--- config.mk ---
export PLATFORM = sky130hd
export DESIGN_NAME = temp_sensor_i2c
export DESIGN_NICKNAME = d
export VERILOG_FILES = /design/src/rtl/temp_sensor_pkg.sv /design/src/rtl/temp_sensor_i2c.sv /design/src/rtl/i2c_line_sync.sv
export SDC_FILE = /design/constraint.sdc
export NUM_CORES = 1
export LEC_CHECK = 0
export BUFFER_PORTS_ARGS = -buffer_cell sky130_fd_sc_hd__buf_4
export CORE_ASPECT_RATIO = 1.2
export CORE_UTILIZATION = 40
export CTS_BUF_LIST = sky130_fd_sc_hd__clkbuf_8
export DETAILED_ROUTE_END_ITERATION = 10
export HOLD_SLACK_MARGIN = 0.1
export PLACE_DENSITY = 0.54
export SLEW_MARGIN = 20
export SYNTH_ARGS = -nofsm -noshare
export SYNTH_HDL_FRONTEND = slang
export SYNTH_SLANG_ARGS = --single-unit
--- constraint.sdc ---
create_clock -name sys_clk -period 3.04 [get_ports sys_clk]
set_clock_uncertainty 0.2 [all_clocks]
set_input_delay 0.304 -clock sys_clk [delete_from_list [all_inputs] [get_ports sys_clk]]
set_output_delay 0.304 -clock sys_clk [all_outputs]
set_load 0.01 [all_outputs]
--- src/rtl/temp_sensor_pkg.sv ---
/*
 * Constants for the two-wire temperature sensor slave: bus address,
 * register pointer values, limit reset values and bit counts.
 * Assumes a single system clock domain and no other package.
 */
package temp_sensor_pkg;

  // ----------------------------------------------------------------
  // Bus addressing
  // ----------------------------------------------------------------
  localparam logic [6:0] SLAVE_ADDR = 7'h4b;
  localparam int ADDR_BITS = 7;
  localparam logic [3:0] BYTE_BITS = 4'h8;

  // ----------------------------------------------------------------
  // Register pointer values
  // ----------------------------------------------------------------
  localparam logic [7:0] PTR_TEMP_MSB = 8'h00;
  localparam logic [7:0] PTR_TEMP_LSB = 8'h01;
  localparam logic [7:0] PTR_HIGH_MSB = 8'h04;
  localparam logic [7:0] PTR_HIGH_LSB = 8'h05;
  localparam logic [7:0] PTR_LOW_MSB = 8'h06;
  localparam logic [7:0] PTR_LOW_LSB = 8'h07;
  localparam logic [7:0] PTR_CRIT_MSB = 8'h08;
  localparam logic [7:0] PTR_CRIT_LSB = 8'h09;
  localparam logic [7:0] PTR_RESET = PTR_TEMP_MSB;

  // ----------------------------------------------------------------
  // Limit reset values (plain defaults)
  // ----------------------------------------------------------------
  localparam logic [15:0] HIGH_LIMIT_RESET = 16'h2800;
  localparam logic [15:0] LOW_LIMIT_RESET = 16'h0500;
  localparam logic [15:0] CRIT_LIMIT_RESET = 16'h4980;

  // ----------------------------------------------------------------
  // Transfer states
  // ----------------------------------------------------------------
  typedef enum logic [2:0] {
    ST_IDLE = 3'b000,
    ST_ADDR = 3'b001,
    ST_ADDR_ACK = 3'b010,
    ST_WRITE = 3'b011,
    ST_WRITE_ACK = 3'b100,
    ST_READ = 3'b101,
    ST_READ_ACK = 3'b110
  } xfer_state_t;

endpackage : temp_sensor_pkg

--- src/rtl/temp_sensor_i2c.sv ---
/*
 * Two-wire slave side of the temperature sensor: pointer register,
 * temperature and limit byte pairs, and the two open-drain alerts.
 * Assumes temp_word comes from the measuring logic on sys_clk and the
 * serial clock is far slower than sys_clk (edges are oversampled).
 */
`timescale 1ns/1ps

module temp_sensor_i2c (
  input wire logic sys_clk,
  input wire logic reset_n,
  input wire logic scl_in,
  input wire logic sda_in,
  output logic sda_out,
  output logic sda_oe,
  input wire logic [15:0] temp_word,
  input wire logic range_active_high,
  input wire logic crit_active_high,
  output logic range_alert_out,
  output logic range_alert_oe,
  output logic critical_alert_out,
  output logic critical_alert_oe
);

  // ----------------------------------------------------------------
  // Line conditioning
  // ----------------------------------------------------------------
  logic scl_rise, scl_fall, start_det, stop_det, sda_level;

  i2c_line_sync u_sync (
    .sys_clk(sys_clk),
    .reset_n(reset_n),
    .scl_in(scl_in),
    .sda_in(sda_in),
    .scl_rise(scl_rise),
    .scl_fall(scl_fall),
    .start_det(start_det),
    .stop_det(stop_det),
    .sda_level(sda_level)
  );

  // ----------------------------------------------------------------
  // Helpers
  // ----------------------------------------------------------------
  // Pointer values that start an auto-advancing byte pair (the MSB pointers only)
  function automatic logic is_pair(input logic [7:0] p);
    is_pair = (p == temp_sensor_pkg::PTR_TEMP_MSB) || (p == temp_sensor_pkg::PTR_HIGH_MSB) ||
              (p == temp_sensor_pkg::PTR_LOW_MSB) || (p == temp_sensor_pkg::PTR_CRIT_MSB);
  endfunction : is_pair

  // Next pointer after one byte has been moved
  function automatic logic [7:0] next_ptr(input logic [7:0] p);
    next_ptr = is_pair(p) ? p + 8'h01 : p;
  endfunction : next_ptr

  // ----------------------------------------------------------------
  // Transfer state
  // ----------------------------------------------------------------
  temp_sensor_pkg::xfer_state_t state_q, state_d;
  logic [3:0] cnt_q, cnt_d;
  logic [7:0] shift_q, shift_d;
  logic [7:0] tx_q, tx_d;
  logic [7:0] ptr_q, ptr_d;
  logic read_q, read_d;
  logic first_q, first_d;
  logic ptr_written_q, ptr_written_d;
  logic busy_q, busy_d;
  logic rep_q, rep_d;
  logic nack_q, nack_d;
  logic drive_q, drive_d;
  logic [15:0] high_q, high_d, low_q, low_d, crit_q, crit_d;
  logic addr_hit;

  assign addr_hit = (shift_q[7:1] == temp_sensor_pkg::SLAVE_ADDR);

  // Register read mux; unimplemented pointers read as zero
  function automatic logic [7:0] reg_byte(input logic [7:0] p, input logic [15:0] t,
                                          input logic [15:0] h, input logic [15:0] l,
                                          input logic [15:0] c);
    case (p)
      temp_sensor_pkg::PTR_TEMP_MSB: reg_byte = t[15:8];
      temp_sensor_pkg::PTR_TEMP_LSB: reg_byte = t[7:0];
      temp_sensor_pkg::PTR_HIGH_MSB: reg_byte = h[15:8];
      temp_sensor_pkg::PTR_HIGH_LSB: reg_byte = h[7:0];
      temp_sensor_pkg::PTR_LOW_MSB: reg_byte = l[15:8];
      temp_sensor_pkg::PTR_LOW_LSB: reg_byte = l[7:0];
      temp_sensor_pkg::PTR_CRIT_MSB: reg_byte = c[15:8];
      temp_sensor_pkg::PTR_CRIT_LSB: reg_byte = c[7:0];
      default: reg_byte = 8'h00;
    endcase
  endfunction : reg_byte

  // Byte that the current pointer selects, loaded at the start of each read byte
  logic [7:0] rd_byte;

  assign rd_byte = reg_byte(ptr_q, temp_word, high_q, low_q, crit_q);

  // Next-state logic of the byte engine
  always_comb begin
    state_d = state_q;
    cnt_d = cnt_q;
    shift_d = shift_q;
    tx_d = tx_q;
    ptr_d = ptr_q;
    read_d = read_q;
    first_d = first_q;
    ptr_written_d = ptr_written_q;
    busy_d = busy_q;
    rep_d = rep_q;
    nack_d = nack_q;
    drive_d = drive_q;
    high_d = high_q;
    low_d = low_q;
    crit_d = crit_q;
    if (stop_det) begin
      state_d = temp_sensor_pkg::ST_IDLE;
      busy_d = 1'b0;
      drive_d = 1'b0;
    end else if (start_det) begin
      state_d = temp_sensor_pkg::ST_ADDR;
      rep_d = busy_q;
      busy_d = 1'b1;
      cnt_d = 4'h0;
      drive_d = 1'b0;
    end else begin
      case (state_q)
        temp_sensor_pkg::ST_IDLE: begin
          drive_d = 1'b0;
        end
        temp_sensor_pkg::ST_ADDR: begin
          if (scl_rise) begin
            shift_d = {shift_q[6:0], sda_level};
            cnt_d = cnt_q + 4'h1;
          end else if (scl_fall && cnt_q == temp_sensor_pkg::BYTE_BITS) begin
            if (addr_hit) begin
              state_d = temp_sensor_pkg::ST_ADDR_ACK;
              drive_d = 1'b1;
              read_d = shift_q[0];
              first_d = 1'b1;
              if (shift_q[0]) begin
                ptr_written_d = 1'b0;
                if (ptr_written_q && !rep_q) begin
                  ptr_d = temp_sensor_pkg::PTR_RESET;
                end
              end
            end else begin
              state_d = temp_sensor_pkg::ST_IDLE;
            end
          end
        end
        temp_sensor_pkg::ST_ADDR_ACK: begin
          if (scl_fall) begin
            cnt_d = 4'h0;
            if (read_q) begin
              state_d = temp_sensor_pkg::ST_READ;
              tx_d = rd_byte;
              drive_d = ~rd_byte[7];
            end else begin
              state_d = temp_sensor_pkg::ST_WRITE;
              drive_d = 1'b0;
            end
          end
        end
        temp_sensor_pkg::ST_WRITE: begin
          if (scl_rise) begin
            shift_d = {shift_q[6:0], sda_level};
            cnt_d = cnt_q + 4'h1;
          end else if (scl_fall && cnt_q == temp_sensor_pkg::BYTE_BITS) begin
            state_d = temp_sensor_pkg::ST_WRITE_ACK;
            drive_d = 1'b1;
            first_d = 1'b0;
            if (first_q) begin
              ptr_d = shift_q;
              ptr_written_d = 1'b1;
            end else begin
              case (ptr_q)
                temp_sensor_pkg::PTR_HIGH_MSB: high_d[15:8] = shift_q;
                temp_sensor_pkg::PTR_HIGH_LSB: high_d[7:0] = shift_q;
                temp_sensor_pkg::PTR_LOW_MSB: low_d[15:8] = shift_q;
                temp_sensor_pkg::PTR_LOW_LSB: low_d[7:0] = shift_q;
                temp_sensor_pkg::PTR_CRIT_MSB: crit_d[15:8] = shift_q;
                temp_sensor_pkg::PTR_CRIT_LSB: crit_d[7:0] = shift_q;
                default: ;
              endcase
              ptr_d = next_ptr(ptr_q);
            end
          end
        end
        temp_sensor_pkg::ST_WRITE_ACK: begin
          if (scl_fall) begin
            state_d = temp_sensor_pkg::ST_WRITE;
            drive_d = 1'b0;
            cnt_d = 4'h0;
          end
        end
        temp_sensor_pkg::ST_READ: begin
          if (scl_rise) begin
            cnt_d = cnt_q + 4'h1;
          end else if (scl_fall) begin
            if (cnt_q == temp_sensor_pkg::BYTE_BITS) begin
              state_d = temp_sensor_pkg::ST_READ_ACK;
              drive_d = 1'b0;
              ptr_d = next_ptr(ptr_q);
            end else begin
              drive_d = ~tx_q[3'h7 - cnt_q[2:0]];
            end
          end
        end
        temp_sensor_pkg::ST_READ_ACK: begin
          if (scl_rise) begin
            nack_d = sda_level;
          end else if (scl_fall) begin
            cnt_d = 4'h0;
            if (nack_q) begin
              state_d = temp_sensor_pkg::ST_IDLE;
            end else begin
              state_d = temp_sensor_pkg::ST_READ;
              tx_d = rd_byte;
              drive_d = ~rd_byte[7];
            end
          end
        end
        default: begin
          state_d = temp_sensor_pkg::ST_IDLE;
          drive_d = 1'b0;
        end
      endcase
    end
  end

  // Registers of the byte engine; pointer starts on temperature MSB
  always_ff @(posedge sys_clk or negedge reset_n) begin
    if (!reset_n) begin
      state_q <= temp_sensor_pkg::ST_IDLE;
      cnt_q <= 4'h0;
      shift_q <= 8'h00;
      tx_q <= 8'h00;
      ptr_q <= temp_sensor_pkg::PTR_RESET;
      read_q <= 1'b0;
      first_q <= 1'b0;
      ptr_written_q <= 1'b0;
      busy_q <= 1'b0;
      rep_q <= 1'b0;
      nack_q <= 1'b0;
      drive_q <= 1'b0;
      high_q <= temp_sensor_pkg::HIGH_LIMIT_RESET;
      low_q <= temp_sensor_pkg::LOW_LIMIT_RESET;
      crit_q <= temp_sensor_pkg::CRIT_LIMIT_RESET;
    end else begin
      state_q <= state_d;
      cnt_q <= cnt_d;
      shift_q <= shift_d;
      tx_q <= tx_d;
      ptr_q <= ptr_d;
      read_q <= read_d;
      first_q <= first_d;
      ptr_written_q <= ptr_written_d;
      busy_q <= busy_d;
      rep_q <= rep_d;
      nack_q <= nack_d;
      drive_q <= drive_d;
      high_q <= high_d;
      low_q <= low_d;
      crit_q <= crit_d;
    end
  end

  // Data line is open-drain: pull low only
  assign sda_out = 1'b0;
  assign sda_oe = drive_q;

  // ----------------------------------------------------------------
  // Alert comparators
  // ----------------------------------------------------------------
  logic range_q, range_d, crit_hit_q, crit_hit_d;

  // Signed window and critical compares
  always_comb begin
    range_d = ($signed(temp_word) > $signed(high_q)) ||
              ($signed(temp_word) < $signed(low_q));
    crit_hit_d = $signed(temp_word) > $signed(crit_q);
  end

  // Registered alert conditions
  always_ff @(posedge sys_clk or negedge reset_n) begin
    if (!reset_n) begin
      range_q <= 1'b0;
      crit_hit_q <= 1'b0;
    end else begin
      range_q <= range_d;
      crit_hit_q <= crit_hit_d;
    end
  end

  // Open-drain: pull low when the pin level must be low
  assign range_alert_out = 1'b0;
  assign range_alert_oe = ~(range_q ? range_active_high : ~range_active_high);
  assign critical_alert_out = 1'b0;
  assign critical_alert_oe = ~(crit_hit_q ? crit_active_high : ~crit_active_high);
endmodule : temp_sensor_i2c

--- src/rtl/i2c_line_sync.sv ---
/*
 * Synchronises the serial clock and data pins into sys_clk and reports
 * clock edges and start and stop conditions as one-cycle pulses.
 * Assumes the pins may change at any time relative to sys_clk.
 */
`timescale 1ns/1ps
module i2c_line_sync (
  input wire logic sys_clk,
  input wire logic reset_n,
  input wire logic scl_in,
  input wire logic sda_in,
  output logic scl_rise,
  output logic scl_fall,
  output logic start_det,
  output logic stop_det,
  output logic sda_level
);

  // ----------------------------------------------------------------
  // Two-stage synchronisers, then one stage of history
  // ----------------------------------------------------------------
  logic [1:0] scl_meta_q, scl_meta_d;
  logic [1:0] sda_meta_q, sda_meta_d;
  logic scl_prev_q, scl_prev_d;
  logic sda_prev_q, sda_prev_d;

  // Shift pins through the synchronisers
  always_comb begin
    scl_meta_d = {scl_meta_q[0], scl_in};
    sda_meta_d = {sda_meta_q[0], sda_in};
    scl_prev_d = scl_meta_q[1];
    sda_prev_d = sda_meta_q[1];
  end

  // Idle bus is high on both lines
  always_ff @(posedge sys_clk or negedge reset_n) begin
    if (!reset_n) begin
      scl_meta_q <= 2'h3;
      sda_meta_q <= 2'h3;
      scl_prev_q <= 1'b1;
      sda_prev_q <= 1'b1;
    end else begin
      scl_meta_q <= scl_meta_d;
      sda_meta_q <= sda_meta_d;
      scl_prev_q <= scl_prev_d;
      sda_prev_q <= sda_prev_d;
    end
  end

  // Edge and condition detection on synchronised levels only
  assign scl_rise = scl_meta_q[1] & ~scl_prev_q;
  assign scl_fall = ~scl_meta_q[1] & scl_prev_q;
  assign start_det = scl_meta_q[1] & scl_prev_q & ~sda_meta_q[1] & sda_prev_q;
  assign stop_det = scl_meta_q[1] & scl_prev_q & sda_meta_q[1] & ~sda_prev_q;
  assign sda_level = sda_meta_q[1];

endmodule : i2c_line_sync

# [Word level (Yosys, flattened, before mapping)]
# Index checks and enable logic that the tools add are counted.
# W data, S select, Z words.
[totals] inputBits=22 elab_cells=209 reg_bits=94 output_inout_bits=6
[op_classes] n_eq_ne=47 add_sub_neg=3 n_reduce_logical=34 n_mux=76 order_cmp=4 bitwise=21
[op_table] op="$mux W8" n=17
[op_table] op="$pmux W8 S8" n=1
[op_table] op="$ne A4 B4 Y1 const B" n=13
[op_table] op="$mux W3" n=15
[op_table] op="$reduce_and A7 Y1" n=6
[op_table] op="$eq A8 B3 Y1 const B" n=4
[op_table] op="$gt A16 B16 Y1" n=2
[op_table] op="$ne A2 B2 Y1 const B" n=16
[op_table] op="$mux W1" n=30
[op_table] op="$pmux W8 S3" n=1
[op_table] op="$reduce_and A12 Y1" n=2
[op_table] op="$pmux W3 S7" n=1
[op_table] op="$eq A8 B4 Y1 const B" n=2
[op_table] op="$lt A16 B16 Y1" n=1
[op_table] op="$mux W4" n=4
[op_table] op="$pmux W8 S2" n=1
[op_table] op="$reduce_and A8 Y1" n=2
[op_table] op="$not A1 Y1" n=14
[op_table] op="$reduce_and A13 Y1" n=1
[op_table] op="$pmux W4 S3" n=1
[op_table] op="$reduce_and A4 Y1" n=3
[op_table] op="$reduce_and A10 Y1" n=1
[op_table] op="$eq A3 B3 Y1 const B" n=3
[op_table] op="$add A8 B1 Y8 const B" n=1
[op_table] op="27 further kinds" n=43

# [Logic depth before layout (Yosys ltp)]
[logic_depth] depth_word=10 mapped_depth=9 ltp_nobuf=8

# [Hierarchy]
# From an unflattened synthesis, not the netlist that was laid out.
[hier_totals] cells_unflattened=608 hier_area_um2=6127.1
[modules_own_cells] module="temp_sensor_i2c" instances=1 area_each_um2=5936.9 seq_area_each_um2=2212.1 cells_each=598
[modules_own_cells] module="i2c_line_sync" instances=1 area_each_um2=190.2 seq_area_each_um2=157.7 cells_each=10

# [Least setup slack after synthesis]
# Ideal clock, no wire load.
[synth_timing] path_type="register to register" from="reg cnt_q[0]" to="reg high_q[0]" path_buffers=0 setup_ps=128 synth_period_minus_slack_ps=2227 stages_incl_launch_ff=8 slack_ps=813 t_arrival_ps=1899 required_time_ps=2712 cell_sequence="dfrtp_1 inv_1 ha_1 and3b_1 and3_1 nand4_4 nor3_4 mux2_1"
[synth_between] elab_chain_cells=3
[synth_rtl] item="start: declaration" line="temp_sensor_i2c.sv:60" rtl="logic [3:0] cnt_q, cnt_d;"
[synth_rtl] item="start signal: assignment" line="temp_sensor_i2c.sv:251" rtl="cnt_q <= cnt_d;"
[synth_rtl] item="$eq A4 B4 Y1" line="temp_sensor_i2c.sv:168" rtl="end else if (scl_fall && cnt_q == temp_sensor_pkg::BYTE_BITS) begin"
[synth_rtl] item="$logic_and A1 B1 Y1" line="temp_sensor_i2c.sv:168"
[synth_rtl] item="$reduce_and A7 Y1 (no source line)"
[synth_rtl] item="end signal: assignment" line="temp_sensor_i2c.sv:246" rtl="high_q <= temp_sensor_pkg::HIGH_LIMIT_RESET;"
[synth_rtl] item="end signal: assignment" line="temp_sensor_i2c.sv:262" rtl="high_q <= high_d;"
[synth_rtl] item="end: declaration" line="temp_sensor_i2c.sv:71" rtl="logic [15:0] high_q, high_d, low_q, low_d, crit_q, crit_d;"
# No other way between the ends.
# A chain may end at the register's enable or synchronous reset.

# [Worst setup path in the final report]
[layout_timing] from="reg ptr_q[3]" to="reg tx_q[4]"
[layout_between] elab_chain_cells=6 word_cells_on_any_way=15 classes_between="7 x eq/ne; 7 x mux; 1 x reduce/logical"
[layout_rtl] item="start: declaration" line="temp_sensor_i2c.sv:63" rtl="logic [7:0] ptr_q, ptr_d;"
[layout_rtl] item="start signal: assignment" line="temp_sensor_i2c.sv:238" rtl="ptr_q <= temp_sensor_pkg::PTR_RESET;"
[layout_rtl] item="start signal: assignment" line="temp_sensor_i2c.sv:254" rtl="ptr_q <= ptr_d;"
[layout_rtl] item="$eq A8 B4 Y1, or another cell as far along" line="temp_sensor_i2c.sv:80" rtl="case (p)"
[layout_rtl] item="$pmux W8 S8 (*)" line="temp_sensor_i2c.sv:80"
[layout_rtl] item="$mux W8" line="temp_sensor_i2c.sv:214" rtl="if (nack_q) begin"
[layout_rtl] item="$mux W8" line="temp_sensor_i2c.sv:212" rtl="end else if (scl_fall) begin"
[layout_rtl] item="$mux W8" line="temp_sensor_i2c.sv:210" rtl="if (scl_rise) begin"
[layout_rtl] item="$pmux W8 S2 (*)" line="temp_sensor_i2c.sv:126" rtl="case (state_q)"
[layout_rtl] item="end signal: assignment" line="temp_sensor_i2c.sv:253" rtl="tx_q <= tx_d;"
[layout_rtl] item="end: declaration" line="temp_sensor_i2c.sv:62" rtl="logic [7:0] tx_q, tx_d;"
# Mark *: on every way between the ends. The rest lies on a longest branch, timed or not. The select of a mux whose other input is x is not followed.

==> results.cfg <==
[power]
p_per_area_mw_per_mm2 = 487
clkPwrFrac_pct = 29.4
power_leakage_nw = 2.77
seqPwrFrac_pct = 47.6
switchingPower_w = 0.00105
swShare_pct = 32.7
p_int_w = 0.00217
ir_drop_mv = 0.193
combPwrFrac_pct = 23.0
finalPower_w = 0.00322

[global_routing]
antenna_found_initial = 0
grt_pass1_vias = 5075
grtUsageTotal_pct = 24.1
grt_max_degree = 56
grt_overflow = 0
grt_pass1_wl_um = 27700

[synth]
yosysUniqueCellTypes = 65
synth_edf_count = 0
synthTopCellsByCount = nand2_1, dfrtp_1, o21ai_0
synth_seq_cells = 94
synth_top_area_cell = dfrtp_1
synth_cells = 660
syn_avg_cell_area_um2 = 9.02
synth-main-ff-cell = dfrtp_1
yosysMostFrequentCell = nand2_1
synth_area_leaders = dfrtp_1, ha_1, dfstp_2, o21ai_0, nand2_1
async_flop_share_pct = 100
yosysWarnings = 0
syn_area_mm2 = 0.00595
yosysSeqAreaShare_pct = 39.8
netlist.area_leader.share_pct = 33.6

[run_status]
status = completed

[die]
die_h_um = 136
start_util_pct = 41.1
ios = 28
core-area_mm2 = 0.0145
die-area_mm2 = 0.0154
fp-row-count = 48
dieWidth_um = 113

[setup_path]
arrival_ns = 2.67
critPathRequiredTime_ns = 3.09
crit_path_start_kind = flop
crit_type = reg2reg
critPathCaptureType = flop
worstPathMaxFanout = 13
r2r-start = ptr_q[3]
critPathLaunch = ptr_q[3]

[clock_network]
insertion_delay_ns = 0.39
cts_tree = done
post_cts_buffers = 0
clkSinkCount = 94
cts_buffer_depth = 2
ctsHtreeMaxLevel = 3
cts_root_buffer = clkbuf_8
numCtsBuffers = 9
clk_pin_slew_ns = 0.09

[timing]
layout_min_cycle_time_ns = 2.62
final-max-slew-violation-count = 0
max_freq_ghz = 0.382
setup_violations = 0
setup_slack_ns = 0.421
period_share_pct = 86.1
tns_ns = 0
relSlewSlack_pct = 48.2
tightest_slew_ns = 0.776
rsz0062_at_grt = no
hold_viol = 0

[detailed_routing]
vias = 4954
firstDrtPassIters = 5
wl_per_cell_um = 19.4
viasPerCell = 5.58
drt-initial-drc-count = 308
postRouteAntennaNets = 0
routed_wl_um = 17200
drc = 0

[placement]
place_ws_ns = 0.542
portBuffers = 24
hpwlAfterDp_um = 13200
postPlaceCellArea_mm2 = 0.00636
place_congestion = 0.896

[worst_hold_path]
min-delay-start = u_sync.sda_meta_q[0]
min_path_type = reg2reg

[flow_run]
maxCapViolations = 0

[cells_and_area]
drive_gt1_share_pct = 14.2
area.growth.synth_to_final_pct = 11.0
finalInstanceArea_mm2 = 0.00661
antennaDiodeCount = 0
fin_nets = 758
-- logic make-up after synthesis --
family                     share of synthesized area (%)
AOI/OAI and AO/OA                                   19.2
xor gates and xnor gates                           0.735
adders and majority gates                           11.1
buffers and inverters                               6.45
DFF                                                 39.8
muxes                                               5.80
other                                             0.0630
and+or+nand+nor                                     16.8
-- final timing paths --
path / end / slack (ns) / cells after the start
max reg2reg: tx_q[4] / 0.42 / 6
max: tx_q[4] / 0.42 / 6
min: u_sync.sda_meta_q[1] / 0.16 / 0
max in group asynchronous: crit_q[14] / 1.67 / 3
min in group asynchronous: cnt_q[1] / 0.24 / 2
min reg2reg: u_sync.sda_meta_q[1] / 0.16 / 0
-- metrics by stage --
step | util (%) | hold slack, ns | cells
finish | 45.7 | 0.160 | 888
global route | 45.7 | 0.163 | 888
CTS | 45.7 | 0.161 | 888
detailed placement | 43.9 | 0.126 | 869
global placement | 43.9 | 0.129 | 869
floorplan | - | -0.192 | 662
-- state kept, by name (all words and copies together), names as in the netlist --
register,count
tx_q,8
sda_oe,1
u_sync.scl_prev_q,1
low_q,16
range_q,1
nack_q,1
crit_hit_q,1
u_sync.sda_meta_q,2
read_q,1
crit_q,16
u_sync.scl_meta_q,2
state_q,3
cnt_q,4
rep_q,1
shift_q,8
u_sync.sda_prev_q,1
busy_q,1
ptr_written_q,1
ptr_q,8
high_q,16
first_q,1
-- power groups by stage --
stage | registers [W] | logic (W) | clock network, W
6_report | 0.00153 | 0.000741 | 0.000947
5_1_grt | 0.00156 | 0.000827 | 0.00101
4_1_cts | 0.00154 | 0.000747 | 0.000977
3_5_place_dp | 0.00156 | 0.000739 | 0
3_3_place_gp | 0.00156 | 0.000740 | 0
2_1_floorplan | 0.00144 | 0.000575 | 0
-- repair_timing --
item,CTS,global route
gates resized for setup,0,0
hold buffers,3,0
hold endpoints to repair,41,0
-- layer usage --
layer / vias to the layer above / track usage, % / share of wire [%]
met1: 2400 / 28.4 / 42
met3: 38 / 2.64 / 3.6
li1: 2378 / - / -
met2: 138 / 43.2 / 50
met4: 0 / 12.8 / 3.9
met5: - / 0 / 0
-- worst max-delay path: stages (launching register included) --
cell      delay, ns
dfrtp_1        0.84
nor2b_1        0.20
buf_4          0.25
a21oi_1        0.30
o22ai_1        0.12
a221oi_1       0.43
o21ai_0        0.13
-- layout make-up --
class | count | area (um^2)
flip-flops and latches | 94 | 2370
clock buffers | 10 | 138
well taps | 200 | 250
clock inverters | 6 | 85.1
inverters | 58 | 218
multi-input cells | 477 | 3210
fillers | 1409 | 7860
repair buffers | 43 | 343
-- layout by cell type, fill, tap and decap left out, drive strengths merged, types with 6 or more instances in the layout --
master / count
nand4: 8
a21o: 7
o21ai: 80
nand2b: 7
dfrtp: 80
and3: 6
a21oi: 36
o22ai: 12
clkbuf: 10
nand3: 12
nand2: 85
a31oi: 7
nor2b: 13
nor2: 40
mux2: 16
nor3: 13
inv: 58
dfstp: 14
buf: 40
mux2i: 12
a221oi: 6
ha: 53
Note: power is estimated with default switching activity, not from simulation.
